<file path="config.mk">
export PLATFORM = sky130hd
export DESIGN_NAME = midi_sync_generator
export DESIGN_NICKNAME = d
export VERILOG_FILES = /design/src/pkg/midi_sync_pkg.sv /design/src/hw/midi_sync_generator.sv /design/src/hw/midi_uart_tx.sv /design/src/hw/tc_counter.sv
export VERILOG_INCLUDE_DIRS = /design/src /design/src/pkg
export SDC_FILE = /design/constraint.sdc
export NUM_CORES = 1
export LEC_CHECK = 0
export ABC_AREA = 1
export BUFFER_PORTS_ARGS = -buffer_cell sky130_fd_sc_hd__buf_2
export CAP_MARGIN = 0
export CORE_MARGIN = 5
export CORE_UTILIZATION = 60
export DETAILED_ROUTE_END_ITERATION = 6
export MAX_ROUTING_LAYER = met4
export PLACE_DENSITY = 0.85
export REMOVE_ABC_BUFFERS = 1
export SLEW_MARGIN = 20
export SYNTH_ARGS = -nofsm -noshare
export SYNTH_HDL_FRONTEND = slang
export SYNTH_SLANG_ARGS = --single-unit
</file>
<file path="constraint.sdc">
create_clock -name pclk -period 9.4 [get_ports pclk]
set_input_delay 1.88 -clock pclk [delete_from_list [all_inputs] [get_ports pclk]]
set_output_delay 1.88 -clock pclk [all_outputs]
set_load 0.01 [all_outputs]
</file>
<file path="src/pkg/midi_sync_map.svh">
// Register offsets, field positions, reset values and timing counts of the MIDI sync generator
`ifndef MIDI_SYNC_MAP_SVH
`define MIDI_SYNC_MAP_SVH
// Register byte offsets
`define MS_CTRL_OFS 8'h00
`define MS_OFFSET_OFS 8'h04
`define MS_TEMPO_OFS 8'h08
`define MS_MAPSTART_OFS 8'h0c
`define MS_TRANSPORT_OFS 8'h10
`define MS_TIME_OFS 8'h14
`define MS_SONGPOS_OFS 8'h18
// Control fields
`define MS_GEN_LSB 0
`define MS_RATE_LSB 2
`define MS_MMC_BIT 5
`define MS_ABS_BIT 6
// Transport command bits
`define MS_PLAY_BIT 0
`define MS_STOP_BIT 1
`define MS_FF_BIT 2
`define MS_RTZ_BIT 3
// Reset values
`define MS_CTRL_RST 7'h40
`define MS_TEMPO_RST 12'h4b0
`define MS_MAPSTART_RST 16'h0000
// Tempo limits in tenths of a quarter note per minute
`define MS_TEMPO_MIN 12'h0fa
`define MS_TEMPO_MAX 12'h9c4
// Timing
`define MS_CLK_HZ 125000000
`define MS_MIDI_BAUD 31250
`define MS_PPQN 24
`define MS_CLK_PER_16TH 3'h6
// MIDI status and MMC bytes
`define MS_ST_QF 8'hf1
`define MS_ST_SPP 8'hf2
`define MS_ST_CLOCK 8'hf8
`define MS_ST_START 8'hfa
`define MS_ST_STOP 8'hfc
`define MS_MMC_STOP 8'h01
`define MS_MMC_PLAY 8'h02
`define MS_MMC_FF 8'h04
`endif

</file>
<file path="src/pkg/midi_sync_pkg.sv">
// Types shared by the MIDI sync generator modules
package midi_sync_pkg;
  // Hours, minutes, seconds, frames
  typedef struct packed {
    logic [4:0] hh;
    logic [5:0] mm;
    logic [5:0] ss;
    logic [4:0] ff;
  } tc_t;
  // Sync generator selection
  typedef enum logic [1:0] {GEN_OFF = 2'h0, GEN_MTC = 2'h1, GEN_CLOCK = 2'h2} gen_mode_t;
  // Timecode rate select codes
  typedef enum logic [2:0] {
    RATE_30 = 3'h0, RATE_2997_NONDROP = 3'h1, RATE_2997_DROP = 3'h2, RATE_25 = 3'h3, RATE_24 = 3'h4
  } rate_t;
  // Message sender states
  typedef enum logic [1:0] {TX_IDLE = 2'b01, TX_SEND = 2'b10} tx_state_t;
endpackage

</file>
<file path="src/hw/midi_sync_generator.sv">
// MIDI sync generator: timecode, clock, song position and machine control out of one MIDI port
//
// Functional notes
// - Off sends no sync messages; timecode or clock selectable
// - Clock rate and position follow tempo
// - Rate 30 counts 30 frames, no drops
// - 29.97 non-drop advances without skipping numbers
// - 29.97 drop advances with drop numbering
// - Rate 25 gives 25 frames per second
// - Rate 24 gives 24 frames per second
// - Drop skips frames 0,1 except tenth minutes
// - Non-drop numbering has no gaps
// - Master only, never locks to incoming sync
// - Sent timecode is song time plus offset
// - Absolute view adds offset; relative starts zero
// - Machine control off suppresses all commands
// - Master mode mirrors play, stop, fast-forward
// - Playback start emits sync for sequencer
// - Song Position Pointer conveys clock position
// - Start sent when tempo map start reached
// - Tempo 25.0 to 250.0, paces clock
//
// Decided for this implementation: the register addresses and the APB interface to the registers.
`timescale 1ns/1ns
`include "midi_sync_map.svh"
module midi_sync_generator
  import midi_sync_pkg::*;
#(
  parameter int unsigned CLK_HZ = `MS_CLK_HZ,
  parameter int unsigned QF_30 = CLK_HZ / 120,
  parameter int unsigned QF_2997 = 32'((64'(CLK_HZ) * 64'd1001) / 64'd120000),
  parameter int unsigned QF_25 = CLK_HZ / 100,
  parameter int unsigned QF_24 = CLK_HZ / 96,
  parameter int unsigned TEMPO_NUM = CLK_HZ / `MS_PPQN * 10 * 60,
  parameter int BIT_CYCLES = CLK_HZ / `MS_MIDI_BAUD
) (
  // Clock and reset
  input wire logic pclk,
  input wire logic presetn,
  // APB slave
  input wire logic psel,
  input wire logic penable,
  input wire logic pwrite,
  input wire logic [7:0] paddr,
  input wire logic [31:0] pwdata,
  output logic [31:0] prdata,
  output logic pready,
  output logic pslverr,
  // MIDI out line
  output logic midi_out
);
  // Control registers
  logic [6:0] ctrl_r; // Generator, rate, machine control, view
  tc_t offset_r; // Timecode minus song time
  logic [11:0] tempo_r; // Tenths of quarter notes per minute
  logic [15:0] map_start_r; // Tempo map start in sixteenths
  gen_mode_t gen;
  rate_t rate;
  logic mmc_master;
  logic abs_view;
  assign gen = gen_mode_t'(ctrl_r[`MS_GEN_LSB +: 2]);
  assign rate = rate_t'(ctrl_r[`MS_RATE_LSB +: 3]);
  assign mmc_master = ctrl_r[`MS_MMC_BIT];
  assign abs_view = ctrl_r[`MS_ABS_BIT];

  // Bus decode
  logic wr_en; // Write access phase
  logic setup; // Setup phase, read data captured here
  logic [31:0] rd_val;
  logic rd_err;
  logic [31:0] prdata_r;
  logic pslverr_r;
  assign wr_en = psel && penable && pwrite;
  assign setup = psel && !penable;
  assign pready = 1'b1; // Zero wait states
  assign prdata = prdata_r;
  assign pslverr = pslverr_r;

  // Transport
  logic running_r;
  logic started_r; // Start message already queued this pass
  logic play_cmd, stop_cmd, ff_cmd, rtz_cmd;
  assign play_cmd = wr_en && paddr == `MS_TRANSPORT_OFS && pwdata[`MS_PLAY_BIT] && !running_r;
  assign stop_cmd = wr_en && paddr == `MS_TRANSPORT_OFS && pwdata[`MS_STOP_BIT] && running_r;
  assign ff_cmd = wr_en && paddr == `MS_TRANSPORT_OFS && pwdata[`MS_FF_BIT];
  assign rtz_cmd = wr_en && paddr == `MS_TRANSPORT_OFS && pwdata[`MS_RTZ_BIT] && !running_r;

  // Time bases
  logic [31:0] tempo_acc_r; // Clock tick accumulator
  logic clk_tick;
  logic [31:0] qf_cnt_r;
  logic qf_tick;
  logic [31:0] qf_period;
  logic [2:0] qf_piece_r;
  logic [2:0] sub16_r; // Clocks within a sixteenth
  logic [15:0] pos16_r; // Song position in sixteenths
  tc_t song_tc, tx_tc, qf_tc_r;
  logic [4:0] fps_max;
  logic [1:0] mtc_rate;

  // Pending messages; a new set wins over the clear by the sender
  logic pend_clk_r, pend_qf_r, pend_start_r, pend_stop_r, pend_spp_r, pend_mmc_r;
  logic [7:0] qf_byte_r, mmc_cmd_r;
  logic take_clk, take_qf, take_start, take_stop, take_spp, take_mmc;
  logic set_clk, set_qf, set_start;

  // Register writes; tempo is clamped into its legal range
  always_ff @(posedge pclk or negedge presetn) begin
    if (!presetn) begin
      ctrl_r <= `MS_CTRL_RST;
      offset_r <= '0;
      tempo_r <= `MS_TEMPO_RST;
      map_start_r <= `MS_MAPSTART_RST;
    end else if (wr_en) begin
      unique case (paddr)
        `MS_CTRL_OFS: ctrl_r <= pwdata[6:0];
        `MS_OFFSET_OFS: offset_r <= pwdata[21:0];
        `MS_TEMPO_OFS: begin
          if (pwdata[11:0] < `MS_TEMPO_MIN || pwdata[31:12] != 20'h0) begin
            tempo_r <= (pwdata[31:12] != 20'h0) ? `MS_TEMPO_MAX : `MS_TEMPO_MIN;
          end else if (pwdata[11:0] > `MS_TEMPO_MAX) begin
            tempo_r <= `MS_TEMPO_MAX;
          end else begin
            tempo_r <= pwdata[11:0];
          end
        end
        `MS_MAPSTART_OFS: map_start_r <= pwdata[15:0];
        default: ;
      endcase
    end
  end

  // Read mux, captured in the setup cycle so data is from flops in the access cycle
  always_comb begin
    rd_val = 32'h0;
    rd_err = 1'b0;
    unique case (paddr)
      `MS_CTRL_OFS: rd_val = {25'h0, ctrl_r};
      `MS_OFFSET_OFS: rd_val = {10'h0, offset_r};
      `MS_TEMPO_OFS: rd_val = {20'h0, tempo_r};
      `MS_MAPSTART_OFS: rd_val = {16'h0, map_start_r};
      `MS_TRANSPORT_OFS: rd_val = {30'h0, started_r, running_r};
      `MS_TIME_OFS: rd_val = {10'h0, abs_view ? tx_tc : song_tc};
      `MS_SONGPOS_OFS: rd_val = {13'h0, pos16_r, sub16_r};
      default: rd_err = 1'b1;
    endcase
  end

  always_ff @(posedge pclk or negedge presetn) begin
    if (!presetn) begin
      prdata_r <= 32'h0;
      pslverr_r <= 1'b0;
    end else if (setup) begin
      prdata_r <= pwrite ? 32'h0 : rd_val;
      pslverr_r <= rd_err;
    end
  end

  // Frame rate per rate select; unknown codes behave as 30
  always_comb begin
    unique case (rate)
      RATE_2997_NONDROP: begin qf_period = QF_2997; fps_max = 5'd29; mtc_rate = 2'h3; end
      RATE_2997_DROP: begin qf_period = QF_2997; fps_max = 5'd29; mtc_rate = 2'h2; end
      RATE_25: begin qf_period = QF_25; fps_max = 5'd24; mtc_rate = 2'h1; end
      RATE_24: begin qf_period = QF_24; fps_max = 5'd23; mtc_rate = 2'h0; end
      default: begin qf_period = QF_30; fps_max = 5'd29; mtc_rate = 2'h3; end
    endcase
  end

  // Quarter-frame pacing; four quarter-frames make one frame of song time
  assign qf_tick = running_r && qf_cnt_r >= qf_period - 32'h1;
  always_ff @(posedge pclk or negedge presetn) begin
    if (!presetn) begin
      qf_cnt_r <= 32'h0;
      qf_piece_r <= 3'h0;
    end else if (!running_r) begin
      qf_cnt_r <= 32'h0;
      qf_piece_r <= 3'h0;
    end else if (qf_tick) begin
      qf_cnt_r <= 32'h0;
      qf_piece_r <= qf_piece_r + 3'h1;
    end else begin
      qf_cnt_r <= qf_cnt_r + 32'h1;
    end
  end

  tc_counter u_song_tc (
    .pclk(pclk),
    .presetn(presetn),
    .clear(rtz_cmd),
    .adv(qf_tick && qf_piece_r[1:0] == 2'h3),
    .fps_max(fps_max),
    .drop(rate == RATE_2997_DROP),
    .tc(song_tc)
  );

  // Field-wise add with carries; the sum wraps at 24 hours
  function automatic tc_t tc_add(input tc_t a, input tc_t b, input logic [4:0] fmax);
    logic [5:0] f;
    logic [6:0] s, m;
    logic [5:0] h;
    tc_t r;
    f = {1'b0, a.ff} + {1'b0, b.ff};
    r.ff = (f > {1'b0, fmax}) ? 5'(f - {1'b0, fmax} - 6'h1) : f[4:0];
    s = {1'b0, a.ss} + {1'b0, b.ss} + {6'h0, f > {1'b0, fmax}};
    r.ss = (s > 7'd59) ? 6'(s - 7'd60) : s[5:0];
    m = {1'b0, a.mm} + {1'b0, b.mm} + {6'h0, s > 7'd59};
    r.mm = (m > 7'd59) ? 6'(m - 7'd60) : m[5:0];
    h = {1'b0, a.hh} + {1'b0, b.hh} + {5'h0, m > 7'd59};
    r.hh = (h > 6'd23) ? 5'(h - 6'd24) : h[4:0];
    return r;
  endfunction
  assign tx_tc = tc_add(song_tc, offset_r, fps_max);

  // Tempo accumulator: one clock pulse each time the tempo sum passes the numerator
  assign clk_tick = running_r && (tempo_acc_r + {20'h0, tempo_r} >= TEMPO_NUM);
  always_ff @(posedge pclk or negedge presetn) begin
    if (!presetn) begin
      tempo_acc_r <= 32'h0;
    end else if (!running_r) begin
      tempo_acc_r <= 32'h0;
    end else if (clk_tick) begin
      tempo_acc_r <= tempo_acc_r + {20'h0, tempo_r} - TEMPO_NUM;
    end else begin
      tempo_acc_r <= tempo_acc_r + {20'h0, tempo_r};
    end
  end

  // Song position: six clocks per sixteenth, 24 per quarter
  always_ff @(posedge pclk or negedge presetn) begin
    if (!presetn) begin
      sub16_r <= 3'h0;
      pos16_r <= 16'h0;
    end else if (rtz_cmd) begin
      sub16_r <= 3'h0;
      pos16_r <= 16'h0;
    end else if (clk_tick) begin
      sub16_r <= (sub16_r == `MS_CLK_PER_16TH - 3'h1) ? 3'h0 : sub16_r + 3'h1;
      if (sub16_r == `MS_CLK_PER_16TH - 3'h1) begin
        pos16_r <= pos16_r + 16'h1;
      end
    end
  end

  // Run state; the device never looks at incoming sync, it has no MIDI input
  always_ff @(posedge pclk or negedge presetn) begin
    if (!presetn) begin
      running_r <= 1'b0;
      started_r <= 1'b0;
    end else begin
      if (play_cmd) begin
        running_r <= 1'b1;
      end else if (stop_cmd) begin
        running_r <= 1'b0;
      end
      if (play_cmd || rtz_cmd) begin
        started_r <= 1'b0;
      end else if (set_start) begin
        started_r <= 1'b1;
      end
    end
  end

  // Event sources; start waits until the position pointer has been taken, so it never overtakes it
  assign set_start = running_r && !started_r && gen != GEN_OFF && pos16_r >= map_start_r && !pend_spp_r;
  assign set_clk = clk_tick && gen == GEN_CLOCK && started_r;
  assign set_qf = qf_tick && gen == GEN_MTC;

  // Pending flags, set beats take
  always_ff @(posedge pclk or negedge presetn) begin
    if (!presetn) begin
      pend_clk_r <= 1'b0;
      pend_qf_r <= 1'b0;
      pend_start_r <= 1'b0;
      pend_stop_r <= 1'b0;
      pend_spp_r <= 1'b0;
      pend_mmc_r <= 1'b0;
    end else begin
      pend_clk_r <= set_clk || (pend_clk_r && !take_clk);
      pend_qf_r <= set_qf || (pend_qf_r && !take_qf);
      pend_start_r <= set_start || (pend_start_r && !take_start);
      pend_stop_r <= (stop_cmd && gen == GEN_CLOCK) || (pend_stop_r && !take_stop);
      pend_spp_r <= (play_cmd && gen == GEN_CLOCK) || (pend_spp_r && !take_spp);
      pend_mmc_r <= ((play_cmd || stop_cmd || ff_cmd) && mmc_master) || (pend_mmc_r && !take_mmc);
    end
  end

  // Message payloads
  always_ff @(posedge pclk or negedge presetn) begin
    if (!presetn) begin
      qf_byte_r <= 8'h0;
      qf_tc_r <= '0;
      mmc_cmd_r <= 8'h0;
    end else begin
      if (qf_tick && qf_piece_r == 3'h7) begin
        qf_tc_r <= tx_tc; // Latched for the next eight pieces
      end
      if (set_qf) begin
        unique case (qf_piece_r)
          3'h0: qf_byte_r <= {4'h0, qf_tc_r.ff[3:0]};
          3'h1: qf_byte_r <= {4'h1, 3'h0, qf_tc_r.ff[4]};
          3'h2: qf_byte_r <= {4'h2, qf_tc_r.ss[3:0]};
          3'h3: qf_byte_r <= {4'h3, 2'h0, qf_tc_r.ss[5:4]};
          3'h4: qf_byte_r <= {4'h4, qf_tc_r.mm[3:0]};
          3'h5: qf_byte_r <= {4'h5, 2'h0, qf_tc_r.mm[5:4]};
          3'h6: qf_byte_r <= {4'h6, qf_tc_r.hh[3:0]};
          3'h7: qf_byte_r <= {4'h7, 1'b0, mtc_rate, qf_tc_r.hh[4]};
        endcase
      end
      if (play_cmd) begin
        mmc_cmd_r <= `MS_MMC_PLAY;
      end else if (stop_cmd) begin
        mmc_cmd_r <= `MS_MMC_STOP;
      end else if (ff_cmd) begin
        mmc_cmd_r <= `MS_MMC_FF;
      end
    end
  end

  // Message sender: picks the most urgent pending message and streams its bytes
  tx_state_t tx_state_r;
  logic [7:0] msg_r [6];
  logic [2:0] len_r, idx_r;
  logic byte_ready;
  logic idle;
  assign idle = (tx_state_r == TX_IDLE);
  // Start leads clock so the receiver never counts a pulse before it runs
  assign take_start = idle && pend_start_r;
  assign take_clk = idle && !pend_start_r && pend_clk_r;
  assign take_stop = idle && !pend_clk_r && !pend_start_r && pend_stop_r;
  assign take_spp = idle && !pend_clk_r && !pend_start_r && !pend_stop_r && pend_spp_r;
  assign take_mmc = idle && !pend_clk_r && !pend_start_r && !pend_stop_r && !pend_spp_r && pend_mmc_r;
  assign take_qf = idle && !pend_clk_r && !pend_start_r && !pend_stop_r && !pend_spp_r && !pend_mmc_r
    && pend_qf_r;

  always_ff @(posedge pclk or negedge presetn) begin
    if (!presetn) begin
      tx_state_r <= TX_IDLE;
      len_r <= 3'h0;
      idx_r <= 3'h0;
      for (int i = 0; i < 6; i++) msg_r[i] <= 8'h0;
    end else begin
      unique case (tx_state_r)
        TX_IDLE: begin
          idx_r <= 3'h0;
          if (take_clk) begin
            msg_r[0] <= `MS_ST_CLOCK;
            len_r <= 3'h1;
            tx_state_r <= TX_SEND;
          end else if (take_start || take_stop) begin
            msg_r[0] <= take_start ? `MS_ST_START : `MS_ST_STOP;
            len_r <= 3'h1;
            tx_state_r <= TX_SEND;
          end else if (take_spp) begin
            msg_r[0] <= `MS_ST_SPP;
            msg_r[1] <= {1'b0, pos16_r[6:0]};
            msg_r[2] <= {1'b0, pos16_r[13:7]};
            len_r <= 3'h3;
            tx_state_r <= TX_SEND;
          end else if (take_mmc) begin
            msg_r[0] <= 8'hf0; // Universal real-time, all devices
            msg_r[1] <= 8'h7f;
            msg_r[2] <= 8'h7f;
            msg_r[3] <= 8'h06;
            msg_r[4] <= mmc_cmd_r;
            msg_r[5] <= 8'hf7;
            len_r <= 3'h6;
            tx_state_r <= TX_SEND;
          end else if (take_qf) begin
            msg_r[0] <= `MS_ST_QF;
            msg_r[1] <= qf_byte_r;
            len_r <= 3'h2;
            tx_state_r <= TX_SEND;
          end
        end
        TX_SEND: begin
          if (byte_ready) begin
            idx_r <= idx_r + 3'h1;
            if (idx_r == len_r - 3'h1) begin
              tx_state_r <= TX_IDLE;
            end
          end
        end
      endcase
    end
  end

  midi_uart_tx #(.BIT_CYCLES(BIT_CYCLES)) u_uart (
    .pclk(pclk),
    .presetn(presetn),
    .data(msg_r[idx_r]),
    .valid(tx_state_r == TX_SEND),
    .ready(byte_ready),
    .tx(midi_out)
  );

  // Checks
  a_off_no_sync: assert property (@(posedge pclk) disable iff (!presetn)
    (gen == GEN_OFF) |-> !set_clk && !set_qf && !set_start) else $error("sync queued while generator off");
  a_mmc_off_quiet: assert property (@(posedge pclk) disable iff (!presetn)
    (!mmc_master && !pend_mmc_r) |=> !pend_mmc_r) else $error("machine control queued while off");
  a_mmc_play_sent: assert property (@(posedge pclk) disable iff (!presetn)
    (play_cmd && mmc_master) |=> pend_mmc_r && mmc_cmd_r == `MS_MMC_PLAY) else $error("play not mirrored");
  a_spp_on_play: assert property (@(posedge pclk) disable iff (!presetn)
    (play_cmd && gen == GEN_CLOCK) |=> pend_spp_r ##1 running_r) else $error("no position pointer at play");
  a_start_at_map: assert property (@(posedge pclk) disable iff (!presetn)
    $rose(pend_start_r) |-> started_r && $past(pos16_r) >= $past(map_start_r)) else $error("early start");
  a_tempo_in_range: assert property (@(posedge pclk) disable iff (!presetn)
    tempo_r >= `MS_TEMPO_MIN && tempo_r <= `MS_TEMPO_MAX) else $error("tempo out of range");
  a_view_select: assert property (@(posedge pclk) disable iff (!presetn)
    (setup && !pwrite && paddr == `MS_TIME_OFS && !abs_view) |=> prdata_r == {10'h0, $past(song_tc)})
    else $error("relative view shows offset");
  a_clock_sixteenth: assert property (@(posedge pclk) disable iff (!presetn)
    (clk_tick && sub16_r == 3'h5 && !rtz_cmd) |=> sub16_r == 3'h0 && pos16_r == $past(pos16_r) + 16'h1)
    else $error("sixteenth not six clocks");
  a_qf_sequence: assert property (@(posedge pclk) disable iff (!presetn)
    (qf_tick && running_r) |=> qf_piece_r == $past(qf_piece_r) + 3'h1) else $error("quarter-frame order broken");
endmodule // midi_sync_generator

</file>
<file path="src/hw/midi_uart_tx.sv">
// Serial MIDI byte transmitter, 8N1
`timescale 1ns/1ns
`include "midi_sync_map.svh"
module midi_uart_tx #(
  parameter int BIT_CYCLES = `MS_CLK_HZ / `MS_MIDI_BAUD
) (
  // Clock and reset
  input wire logic pclk,
  input wire logic presetn,
  // Byte stream
  input wire logic [7:0] data,
  input wire logic valid,
  output logic ready,
  // Line
  output logic tx
);
  logic [9:0] shift_r; // Start, data, stop
  logic [3:0] bits_r; // Bits left to send
  logic [12:0] baud_r; // Cycles left in the bit

  assign ready = (bits_r == 4'h0);

  // Shift out LSB first; line idles high
  always_ff @(posedge pclk or negedge presetn) begin
    if (!presetn) begin
      shift_r <= 10'h3ff;
      bits_r <= 4'h0;
      baud_r <= 13'h0;
    end else if (ready && valid) begin
      shift_r <= {1'b1, data, 1'b0};
      bits_r <= 4'ha;
      baud_r <= 13'(BIT_CYCLES - 1);
    end else if (bits_r != 4'h0) begin
      if (baud_r == 13'h0) begin
        shift_r <= {1'b1, shift_r[9:1]};
        bits_r <= bits_r - 4'h1;
        baud_r <= 13'(BIT_CYCLES - 1);
      end else begin
        baud_r <= baud_r - 13'h1;
      end
    end
  end

  // Line driven from the shift register, forced high while bits_r is zero
  assign tx = (bits_r == 4'h0) ? 1'b1 : shift_r[0];
endmodule // midi_uart_tx

</file>
<file path="src/hw/tc_counter.sv">
// Song time counter in hours, minutes, seconds and frames with drop-frame numbering
`timescale 1ns/1ns
module tc_counter
  import midi_sync_pkg::*;
(
  // Clock and reset
  input wire logic pclk,
  input wire logic presetn,
  // Control
  input wire logic clear,
  input wire logic adv,
  input wire logic [4:0] fps_max,
  input wire logic drop,
  // Count
  output tc_t tc
);
  tc_t tc_r;
  assign tc = tc_r;

  // Advance one frame; a new minute not divisible by ten starts at frame 2 in drop mode
  always_ff @(posedge pclk or negedge presetn) begin
    if (!presetn) begin
      tc_r <= '0;
    end else if (clear) begin
      tc_r <= '0;
    end else if (adv) begin
      if (tc_r.ff >= fps_max) begin
        tc_r.ff <= 5'h0;
        if (tc_r.ss == 6'd59) begin
          tc_r.ss <= 6'h0;
          tc_r.mm <= (tc_r.mm == 6'd59) ? 6'h0 : tc_r.mm + 6'h1;
          if (tc_r.mm == 6'd59) begin
            tc_r.hh <= (tc_r.hh == 5'd23) ? 5'h0 : tc_r.hh + 5'h1;
          end
          if (drop && (tc_r.mm % 6'd10) != 6'd9) begin
            tc_r.ff <= 5'h2;
          end
        end else begin
          tc_r.ss <= tc_r.ss + 6'h1;
        end
      end else begin
        tc_r.ff <= tc_r.ff + 5'h1;
      end
    end
  end

  a_drop_skip_frames: assert property (@(posedge pclk) disable iff (!presetn)
    (adv && !clear && drop && tc_r.ff >= fps_max && tc_r.ss == 6'd59 && (tc_r.mm % 6'd10) != 6'd9)
    |=> (tc_r.ff == 5'h2)) else $error("drop minute did not skip frames 0 and 1");
  a_nondrop_no_gap: assert property (@(posedge pclk) disable iff (!presetn)
    (adv && !clear && !drop && tc_r.ff < fps_max) |=> (tc_r.ff == $past(tc_r.ff) + 5'h1))
    else $error("non-drop frame numbering left a gap");
endmodule // tc_counter

</file>
# After elaboration in Yosys (flattened, before gate mapping)
# Index checks and enable logic that the tools add are counted.
# op_classes
bitwise_logic,4
n_div,1
n_mul,0
n_mux,80
n_lt_le_gt_ge,11
addsub,27
n_eq_ne,32
n_shift,0
reduce_logical,107
# ops
cell,n
32-bit two-way mux,6
22-bit case mux with 7 select lines,1
16-bit two-way mux,5
22-bit two-way mux,3
8-bit case mux with 8 select lines,1
21-bit case mux with 3 select lines,1
8-bit two-way mux,7
1-bit logical AND,45
13-bit two-way mux,3
12-bit two-way mux,3
3-bit two-way mux,12
32-bit by 1-bit adder with 32-bit output (second input constant),1
32-bit by 12-bit adder with 32-bit output,1
32-bit >= comparator,1
32-bit >= comparator (second input constant),1
32-bit by 1-bit subtractor with 32-bit output (second input constant),1
32-bit subtractor (second input constant),1
10-bit two-way mux,3
5-bit two-way mux,5
8-bit binary-select mux with 3-bit select,1
8-bit by 5-bit == test with 1-bit output (second input constant),3
24-bit two-way mux,1
6-bit two-way mux,4
2-bit nonzero test,12
65 further kinds,140
# word_totals
regBits,313
memories,0
romBits,0
out_inout_bits,35
latch_bits,0
ram_bits,0
elab_cells,306
inputBits,45

# Longest topological paths before layout
# Gate-level depths: netlist (run 1).
# logic_depth
word_depth,13
depth_mapped,43
depth_no_buf,43

# Cells and area by module
# A second synthesis (run 1) with hierarchy kept.
# unflattened
hier_cells,2687
hier_area_um2,19235.9
# by_module_without_submodules
mod,seq_area_each_um2,n_inst,area_each_um2,cells_each
midi_sync_generator,5938.2,1,16052.9,2264
tc_counter,550.5,1,1630.3,210
midi_uart_tx,661.9,1,1552.7,213

# Worst setup path before layout (run 1)
# Ideal clock, no wire load.
# synth_path
kind,register to register
from,"register u_song_tc.tc_r, in the netlist u_song_tc.tc[0]"
to,register prdata_r[20] (netlist: prdata[20])
setup_slack_ns,2.030
path_stages_with_launch,40
n_path_buf,0
setup_time_ns,0.065
t_arrival_ns,7.305
synth_period_minus_slack_ns,7.370
t_required_ns,9.335
cell_sequence,dfrtp_1 -> ha_1 -> inv_1 -> fa_1 -> xnor2_1 -> ha_1 -> nand2_1 -> o21ai_0 -> nand3_1 -> nand2_1 -> inv_1 -> fa_1 -> fa_1 -> xnor2_1 -> inv_1 -> ha_1 -> nand2_1 -> nand4_1 -> (+4 left out) -> xnor2_1 -> inv_1 -> ha_1 -> a31oi_1 -> nand3_1 -> nand2_1 -> inv_1 -> fa_1 -> fa_1 -> o21ai_0 -> xor2_1 -> inv_1 -> nor2_1 -> nor3_1 -> xor2_1 -> nor2_1 -> o21ai_0 -> a22o_1
# synth_via
elab_chain_cells,12
word_cells_on_any_way,13
cone_classes,5 x add/sub; 4 x order compare; 4 x mux
# synth_rtl
element,line_no,source
from (decl),tc_counter.sv:17,tc_t tc_r;
5-bit by 5-bit adder with 6-bit output *,midi_sync_generator.sv:203,"f = {1'b0, a.ff} + {1'b0, b.ff};"
6-bit by 5-bit greater-than comparator with 1-bit output *,midi_sync_generator.sv:205,"s = {1'b0, a.ss} + {1'b0, b.ss} + {6'h0, f > {1'b0, fmax}};"
7-bit by 1-bit adder with 7-bit output *,midi_sync_generator.sv:205,
7-bit by 6-bit greater-than comparator with 1-bit output *,midi_sync_generator.sv:207,"m = {1'b0, a.mm} + {1'b0, b.mm} + {6'h0, s > 7'd59};"
7-bit by 1-bit adder with 7-bit output *,midi_sync_generator.sv:207,
7-bit by 6-bit greater-than comparator with 1-bit output *,midi_sync_generator.sv:209,"h = {1'b0, a.hh} + {1'b0, b.hh} + {5'h0, m > 7'd59};"
6-bit by 1-bit adder with 6-bit output *,midi_sync_generator.sv:209,
5-bit subtractor / 6-bit by 5-bit greater-than comparator with 1-bit output (equally long branches),midi_sync_generator.sv:210,r.hh = (h > 6'd23) ? 5'(h - 6'd24) : h[4:0];
5-bit two-way mux *,midi_sync_generator.sv:210,
22-bit two-way mux *,midi_sync_generator.sv:143,"`MS_TIME_OFS: rd_val = {10'h0, abs_view ? tx_tc : song_tc};"
22-bit case mux with 7 select lines *,midi_sync_generator.sv:137,unique case (paddr)
32-bit two-way mux *,midi_sync_generator.sv:154,prdata_r <= pwrite ? 32'h0 : rd_val;
to (signal assigned),midi_sync_generator.sv:154,
to (decl),midi_sync_generator.sv:71,logic [31:0] prdata_r;
# Every way passes the cells marked *; elsewhere a longest branch is shown, timed or not.
# A chain may end at the register's enable or synchronous reset.

# Worst setup path after layout (run 1)
# layout_path
from,"register u_song_tc.tc_r, in the netlist u_song_tc.tc[2]"
to,register prdata_r[20] (netlist: prdata[20])
# The elaborated chain is that of the path after synthesis.

==> results of run 1 <==
[cells in the mapped netlist (3+ instances only)]
cell type,number,area [sq um]
o31ai_1,5,37.5
o2bb2ai_1,4,35.0
inv_2,15,56.3
a22o_1,6,52.6
a21oi_1,131,656
o21ai_1,4,20.0
xnor2_1,16,140
nand3_1,162,811
a221oi_1,18,158
clkbuf_1,33,124
nand3b_1,10,75.1
o21ai_0,207,1040
dfstp_2,15,394
buf_2,6,30.0
inv_1,358,1340
nor4_1,8,50.1
a32o_1,3,30.0
nand4_1,30,188
nand2_2,22,138
a31oi_1,10,62.6
a22oi_1,7,52.6
nor3_1,39,195
o22ai_1,13,81.3
dfrtp_1,270,6760
o211ai_1,8,60.1
o221ai_1,6,52.6
nand3_2,9,90.1
nand2_1,733,2750
nor2_1,276,1040
nor3b_1,6,45.0
and3_1,3,18.8
o2111ai_1,3,26.3
clkinv_1,8,30.0
nor2_4,4,45.0
xor2_1,38,333
or2_2,6,37.5
nand2_4,3,33.8
fa_1,9,180
ha_1,103,1290
nor2_2,14,87.6
buf_4,13,97.6
[power by group]
part           internal, uW  switching [uW]
clock                   820             523
combinational          34.9            90.7
sequential             1240            7.82
total                  2090             622
[worst min-delay path by stage]
stage / from / slack, ns / endpoint / depth (start not counted)
after detailed placement: qf_tc_r[1] / 0.46 / qf_tc_r[1] / 2
after floorplan: qf_cnt_r[0] / 0.43 / qf_cnt_r[0] / 1
final: qf_cnt_r[0] / 0.47 / qf_cnt_r[0] / 1
after global routing: qf_cnt_r[0] / 0.49 / qf_cnt_r[0] / 1
after CTS: qf_cnt_r[0] / 0.47 / qf_cnt_r[0] / 1
after global placement: msg_r[40] / 0.45 / msg_r[40] / 2
[metal layers]
layer  GRT usage, %  vias up  wire (um)
li1               -     8787          -
met1           41.8     8677      23500
met2           49.9      790      25100
met3           4.84      152       4560
met4           11.1        0       2190
met5              -        -          0
[cell type report]
class                           count  area [sq um]
Fill cell                        2722         10600
Clock buffer                       41           873
Tap cell                          402           503
Timing Repair Buffer               75           415
Clock inverter                     17           262
Inverter                          382          1440
Sequential cell                   285          7150
Multi-Input combinational cell   1964         10200
[through the flow]
stage / total power, uW / utilization [%] / area [sq um] / cells / hold slack [ns]
detailed placement: 1390 / 62.7 / 19700 / 3108 / 0.459
global placement: 1380 / 62.7 / 19700 / 3108 / 0.454
global route: 2790 / 66.3 / 20900 / 3166 / 0.488
floorplan: 1330 / - / 18800 / 2631 / 0.432
CTS: 2720 / 66.3 / 20900 / 3166 / 0.471
finish: 2710 / 66.3 / 20900 / 3166 / 0.468
[state kept, by name, summed over array words and instances (netlist names), 22 cells and up]
name and flops:
qf_tc_r 22, msg_r 23, u_song_tc.tc 22, tempo_acc_r 32, offset_r 22, qf_cnt_r 32, prdata 22
[kinds of logic after synthesis]
group / Yosys count / share of synthesized area (%)
buf+inv: 439 / 9.11
other cells: 2 / 0.0394
flops: 285 / 37.5
xor+xnor: 54 / 2.48
fa+ha+maj: 112 / 7.71
simple gates: 1333 / 29.9
compound gates: 443 / 13.2
mux: 1 / 0.0591
==> metrics.txt, run 1 <==
pwr dens 130 nW/um^2; Clock Latency Late Sink 0.58 ns; Leak around 0.010 uW; grt ovf 0; max incr delay on CP between 0.4 and 0.5 ns; ys flop type dfrtp_1; initial antenna violation count 0; CP dominant cell by count inv_1; CP arrival roughly 9 ns; Synth Cell Area 19100 sq um; Core Region 31500 sq um; Crit Path Category reg2reg; syn avg cell area 7.14 sq um; Initial Util 60.5%; io pins 80; Post-DRT Antenna Nets 0; slowest stage cell, crit path dfrtp_1; final wirelength 55300 um; Clock transition at path regs about 0.060 ns; Reg2Reg Depth between 40 and 50; largest net degree at the start of global routing 170; R2R setup slack between 0.9 and 1 ns; Final Critical Period ~8.5 ns; commonest non-fill, non-tap cells in the layout nand2_1, inv_1, nor2_1, dfrtp_1, o21ai_0; Vias/cell 5.81; CP required 9.92 ns; Post-synth EDFFs 0; first-pass GRT wire length about 90000 um; CP startpoint u_song_tc.tc[2]; Critical Path End prdata[20]; n_diodes 0; clock skew approximately 0.019 ns; Worst path depth 42; Seq/Total Area, Yosys 37.5%; yosys synthesis warning count 0; DRC 0; RSZ-0062 raised after global routing no; setup tns final 0 ns; clk root buf clkbuf_16; crit path capture type flop; FFs w/ async S/R, synth 100%; Post-DP HPWL 41900 um; synth unique cells 68; Die Wd 188 um; cts hold-fix bufs 0; TritonCTS clock tree done; Post-CTS Setup Repair Bufs 0; Die H 188 um; # nets final 2896; Final Max Slew Viols 0; reg2reg start u_song_tc.tc[2]; Max clock buf depth 3; H-tree Lvls 1; Area Overhead vs Synth 9.57%; Avg WL per Cell 17.5 um; measured slew at the worst slew-check pin 1.07 ns; Vias between 15k and 20k; Fmax approximately 120 MHz; crit path max fanout 7; status completed; Sink Count 285; Period Utilization, post-route 90.1%; Resize count post-CTS 0; port buffer count 68; pre-CTS setup slack 1.03 ns; Slew headroom 28.2%; Total GRT Usage 31.6%; total die area 35400 sq um; max-cap violation count 0; worst reg2reg path endpoint prdata[20]; synthesized instance count 2669; # rows 65; Crit path buffers/inverters 8; Num CTS Buffers 31; startpoint types flop; hold crit path type reg2reg; final count of negative-setup-slack endpoints 0; #FFs+latches synth 285; Final Worst Setup Slack 0.934 ns; most common cell after layout, fill and taps aside nand2_1; 1st-iter DRT viols 1682; worst vdd ir roughly 140 uV; share of cells above drive strength 1 8.18%; vias in the first global route 17.7k; Hold Fails Final Rpt 0; Top Family by Delay on Critical Path adder cells; routability cong. approximately 1.0; TritonRoute pass-1 iters 5
No activity file was read; power rests on OpenSTA's default activity.
==> inputs of run 2 (changes only) <==
--- a/config.mk
+++ b/config.mk
@@ -7,13 +7,13 @@
 export NUM_CORES = 1
 export LEC_CHECK = 0
 export ABC_AREA = 1
-export BUFFER_PORTS_ARGS = -buffer_cell sky130_fd_sc_hd__buf_2
 export CAP_MARGIN = 0
 export CORE_MARGIN = 5
 export CORE_UTILIZATION = 60
 export DETAILED_ROUTE_END_ITERATION = 6
+export DONT_BUFFER_PORTS = 1
 export MAX_ROUTING_LAYER = met4
-export PLACE_DENSITY = 0.85
+export PLACE_DENSITY = 0.83
 export REMOVE_ABC_BUFFERS = 1
 export SLEW_MARGIN = 20
 export SYNTH_ARGS = -nofsm -noshare
==> run 2 against run 1 <==
Register-to-register slack gained 0.03 ns; routed wire length shrank 2.4%; total power shrank 1.9%; die area is the same; critical path depth is the same; critical endpoint unchanged; largest cell class unchanged.
==> metrics.txt, run 2 (synthesis gave the netlist of run 1 again) <==
status completed; port buffer count 0 (-100%); Final Critical Period 8.43 ns (-0.0343 ns); crit path capture type flop; worst reg2reg path endpoint prdata[20]; TritonRoute pass-1 iters 5 (unchanged); 1st-iter DRT viols 1744 (+3.7%); Period Utilization, post-route 89.7% (-0.36 points); slowest stage cell, crit path dfrtp_1; Reg2Reg Depth 42 (unchanged); Hold Fails Final Rpt 0 (unchanged); Total GRT Usage 31.0% (-0.54 points); worst vdd ir 147 uV (+4.7%); Top Family by Delay on Critical Path adder cells; # rows 65 (unchanged); H-tree Lvls 2 (+1); pwr dens 130 nW/um^2 (about the same); commonest non-fill, non-tap cells in the layout nand2_1, inv_1, nor2_1, dfrtp_1, o21ai_0; Resize count post-CTS 0 (unchanged); Initial Util 60.5% (unchanged); startpoint types flop; RSZ-0062 raised after global routing no; Vias/cell 5.82 (about the same); Avg WL per Cell 17.4 um (-0.29%); Post-CTS Setup Repair Bufs 0 (unchanged); Die Wd 188 um (unchanged); Clock transition at path regs 0.06 ns (about the same); CP dominant cell by count inv_1; reg2reg start u_song_tc.tc[2]; DRC 0 (unchanged); final instance area 20500 sq um (-1.9%); top flop regs qf_cnt_r (32), tempo_acc_r (32), msg_r (23); first-pass GRT wire length 87600 um (-2.4%); R2R setup slack 0.97 ns (+0.03 ns); total die area 35400 sq um (unchanged); routability cong. 1.03 (-1.8%); vias in the first global route 17.0k (-4.0%); max incr delay on CP 0.47 ns (about the same); Crit Path Category reg2reg; Post-DRT Antenna Nets 0 (unchanged); dpl cell area 19400 sq um (-1.9%); n_diodes 0 (unchanged); Core Region 31500 sq um (unchanged); cts hold-fix bufs 0 (unchanged); # nets final 2830 (-2.3%); Slew headroom 20.4% (-7.7 points); Area Overhead vs Synth 7.54%; worst hold stages 1 (unchanged); Final Max Slew Viols 0 (unchanged); clock skew 0.0191 ns (+0.000133 ns); initial antenna violation count 0 (unchanged); crit path max fanout 7 (unchanged); largest net degree at the start of global routing 286 (+68%); share of cells above drive strength 1 5.82% (-2.4 points); Max clock buf depth 3 (unchanged); grt ovf 0 (unchanged); Vias 18.0k (-2.1%); Sink Count 285 (unchanged); Fmax 119 MHz (+0.41%); CP required 9.85 ns (-0.07 ns); Die H 188 um (unchanged); Crit path buffers/inverters 8 (unchanged); clk root buf clkbuf_16; measured slew at the worst slew-check pin 1.18 ns (+0.115 ns); final wirelength 54000 um (-2.4%); final count of negative-setup-slack endpoints 0 (unchanged); TritonCTS clock tree done; most common cell after layout, fill and taps aside nand2_1; Num CTS Buffers 34 (+9.7%); hold crit path type reg2reg; CP arrival 8.89 ns (-0.10 ns); HP Start qf_cnt_r[0]; max-cap violation count 0 (unchanged); Clock Latency Late Sink 0.52 ns (-0.06 ns); filler instances 2751 (+1.1%); Worst Hold End qf_cnt_r[0]; io pins 80 (unchanged); Leak 0.0101 uW (-3.0%); setup tns final 0 ns (unchanged); Post-DP HPWL 40400 um (-3.5%)
[run 2: power by group]
group | leakage (uW) | switching [uW] | internal [uW] | total (uW)
clock | 0.000559 | 531 | 800 | 1330
sequential | 0.00366 | 7.44 | 1240 | 1240
combinational | 0.00593 | 60.1 | 27.4 | 87.5
[run 2: final cells by class]
type / instances / area (sq um) / share of cell area, %
clock inverter: 11 / 113 / 0.549
sequential: 285 / 7150 / 34.9
timing repair buffer: 6 / 45.0 / 0.220
clock buffer: 48 / 1000 / 4.90
multi-input combinational: 1964 / 10200 / 50.0
inverter: 382 / 1440 / 7.01
tap: 402 / 503 / 2.45
[run 2: how the worst max path moves through the flow]
| stage | endpoint | cells past startpoint | start |
|---|---|---|---|
| 3_5_place_dp | prdata[20] | 39 | u_song_tc.tc[0] |
| 3_3_place_gp | prdata[20] | 39 | u_song_tc.tc[0] |
| 2_1_floorplan | prdata[20] | 39 | u_song_tc.tc[0] |
| 5_1_grt | prdata[21] | 39 | u_song_tc.tc[0] |
| 6_report | prdata[20] | 42 | u_song_tc.tc[2] |
| 4_1_cts | prdata[20] | 39 | u_song_tc.tc[0] |
[run 2: stage by stage]
stage	setup WS (ns)	cells	power [uW]	hold slack, ns	utilization, %
2_1_floorplan	2.02	2631	1330	0.432	-
3_3_place_gp	1.41	3039	1350	0.450	61.6
3_5_place_dp	1.08	3039	1350	0.455	61.6
4_1_cts	1.04	3098	2680	0.471	65.1
5_1_grt	0.174	3098	2750	0.491	65.1
6_report	0.969	3098	2660	0.470	65.1
[run 2: metal layers]
metal  wire length [um]  vias to the layer above  track usage [%]  part of all wire, %
li1                   -                     8652                -                    -
met2              24600                      728             48.8                   46
met1              22400                     8514             40.6                   41
met3               4860                      129             6.13                  9.0
met4               2110                        0             10.4                  3.9
met5                  0                        -                -                    0
==> inputs of run 3 (changes only) <==
--- a/config.mk
+++ b/config.mk
@@ -9,11 +9,11 @@
 export ABC_AREA = 1
 export CAP_MARGIN = 0
 export CORE_MARGIN = 5
-export CORE_UTILIZATION = 60
+export CORE_UTILIZATION = 50
 export DETAILED_ROUTE_END_ITERATION = 6
 export DONT_BUFFER_PORTS = 1
 export MAX_ROUTING_LAYER = met4
-export PLACE_DENSITY = 0.83
+export PLACE_DENSITY = 0.72
 export REMOVE_ABC_BUFFERS = 1
 export SLEW_MARGIN = 20
 export SYNTH_ARGS = -nofsm -noshare
==> run 3 against run 2 <==
Clock-buffer cell count is 2 higher; setup slack better by 0.095 ns; critical path type unchanged; register-to-register slack better by 0.09 ns; maximum frequency is 1.1% higher; sequential cell count stayed put; total power is 1.8% higher; clock power is 4% higher; worst hold slack worse by 0.0017 ns.
==> metrics.txt, run 3 (synthesis gave the netlist of run 1 again) <==
NetSw 622 uW (+4.0%); Crit path buffers/inverters 7 (-1); Vias/cell 5.50 (-5.4%); worst reg2reg path endpoint prdata[20]; Initial Util 50.6% (-10 points); Final Max Slew Viols 0 (unchanged); Clock Latency Late Sink 0.55 ns (+0.03 ns); Seq pwr share 45.9% (-0.8 points); share of cells above drive strength 1 5.89% (+0.065 points); setup tns final 0 ns (unchanged); Core Region 37700 sq um (+20%); Top Family by Delay on Critical Path adder cells; total die area 42100 sq um (+19%); Reg2Reg Depth 41 (-2.4%); routability cong. 0.963 (-6.4%); CP required 9.88 ns (+0.03 ns); pwr dens 131 nW/um^2 (+0.88%); Hold Fails Final Rpt 0 (unchanged); most common cell after layout, fill and taps aside nand2_1; port buffer count 0 (unchanged); CP arrival 8.82 ns (-0.07 ns); Post-DRT Antenna Nets 0 (unchanged); initial antenna violation count 1 (+1); Sink Count 285 (unchanged); crit path max fanout 7 (unchanged); filler instances 3653 (+33%); H-tree Lvls 2 (unchanged); grt ovf 0 (unchanged); CP dominant cell by count inv_1; Vias 17.7k (-2.0%); clk root buf clkbuf_16; clock share of power 50.9% (+0.9 points); commonest non-fill, non-tap cells in the layout nand2_1, inv_1, nor2_1, dfrtp_1, o21ai_0; Max clock buf depth 3 (unchanged); Resize count post-CTS 0 (unchanged); Period Utilization, post-route 88.7% (-1.0 points); status completed; measured slew at the worst slew-check pin 1.21 ns (+0.0230 ns); worst hold stages 2 (+1); first-pass GRT wire length 88200 um (+0.68%); Leak 0.0102 uW (+0.20%); dpl cell area 19500 sq um (+0.78%); clock skew 0.0106 ns (-0.00854 ns); vias in the first global route 16.8k (-1.3%); final instance area 20700 sq um (+0.91%); cts hold-fix bufs 0 (unchanged); Num CTS Buffers 34 (unchanged); Slew headroom 18.9% (-1.5 points); TritonRoute pass-1 iters 6 (+1); Logic pwr share 3.2% (about the same); crit path capture type flop; slowest stage cell, crit path dfrtp_1; Clock transition at path regs 0.06 ns (about the same); io pins 80 (unchanged); Pint 2090 uW (+1.2%); switching share of power 23.0% (+0.48 points); Final Total Pwr 2710 uW (+1.8%); worst vdd ir 149 uV (+1.4%); hold crit path type reg2reg; Die Wd 205 um (+9.0%); # nets final 2832 (+0.071%); # rows 71 (+9.2%); top flop regs qf_cnt_r (32), tempo_acc_r (32), msg_r (23); Final Critical Period 8.34 ns (-0.0948 ns); DRC 0 (unchanged); R2R setup slack 1.06 ns (+0.09 ns); Fmax 120 MHz (+1.1%); RSZ-0062 raised after global routing no; Die H 205 um (+9.0%); TritonCTS clock tree done; Post-CTS Setup Repair Bufs 0 (unchanged); Crit Path Category reg2reg; Post-DP HPWL 41700 um (+3.1%); max-cap violation count 0 (unchanged); Area Overhead vs Synth 8.52%; final wirelength 55400 um (+2.6%); largest net degree at the start of global routing 286 (unchanged); startpoint types flop; reg2reg start u_song_tc.tc[2]; Avg WL per Cell 17.2 um (-1.0%); Worst Hold End msg_r[40]; area taken by multi-input logic gates 10200 sq um (unchanged); Total GRT Usage 26.8% (-4.2 points); max incr delay on CP 0.46 ns (about the same); final count of negative-setup-slack endpoints 0 (unchanged); HP Start msg_r[40]; area occupied by registers 7150 sq um (unchanged); 1st-iter DRT viols 1477 (-15%)
run 3: worst max path at each step:
stage | start | endpoint | slack, ns | cells after the start
floorplan | u_song_tc.tc[0] | prdata[20] | 2.02 | 39
global placement | u_song_tc.tc[2] | prdata[20] | 1.42 | 40
detailed placement | u_song_tc.tc[2] | prdata[20] | 1.15 | 42
CTS | u_song_tc.tc[2] | prdata[20] | 1.12 | 42
global route | u_song_tc.tc[2] | prdata[21] | 0.42 | 43
finish | u_song_tc.tc[2] | prdata[20] | 1.06 | 41
run 3: routing by layer:
| metal | up-vias | GRT usage, % | share of wire [%] |
|---|---|---|---|
| met1 | 8308 | 34.8 | 43 |
| met5 | - | - | 0 |
| li1 | 8657 | - | - |
| met2 | 580 | 42.4 | 45 |
| met3 | 125 | 5.39 | 8.1 |
| met4 | 0 | 8.85 | 3.3 |
run 3: per-stage QoR:
step	std cells	hold slack (ns)	utilization, %	setup WS (ns)
4_1_cts	3211	0.471	54.9	1.12
3_3_place_gp	3150	0.453	51.8	1.42
3_5_place_dp	3150	0.456	51.8	1.15
6_report	3212	0.468	54.9	1.06
5_1_grt	3212	0.499	54.9	0.420
2_1_floorplan	2631	0.432	-	2.02
run 3: power groups by stage:
stage	combinational [uW]	sequential, uW	clock (uW)
finish	86.6	1240	1380
global route	97.9	1240	1460
CTS	85.7	1240	1410
detailed placement	85.4	1260	0
global placement	82.3	1260	0
floorplan	63.3	1260	0
run 3: final cells by class:
class                   count  share of cell area, %
diodes                      1                 0.0121
clock buffers              50                   4.84
clock inverters            11                  0.720
inverters                 382                   6.95
multi-input cells        1964                   49.5
flip-flops and latches    285                   34.6
well taps                 511                   3.09
repair buffers              8                  0.290
run 3: worst min-delay path, delay by kind of cell, from the launching register on:
kind	cells	cell delay, ns
flops	1	0.34
simple gates	2	0.09
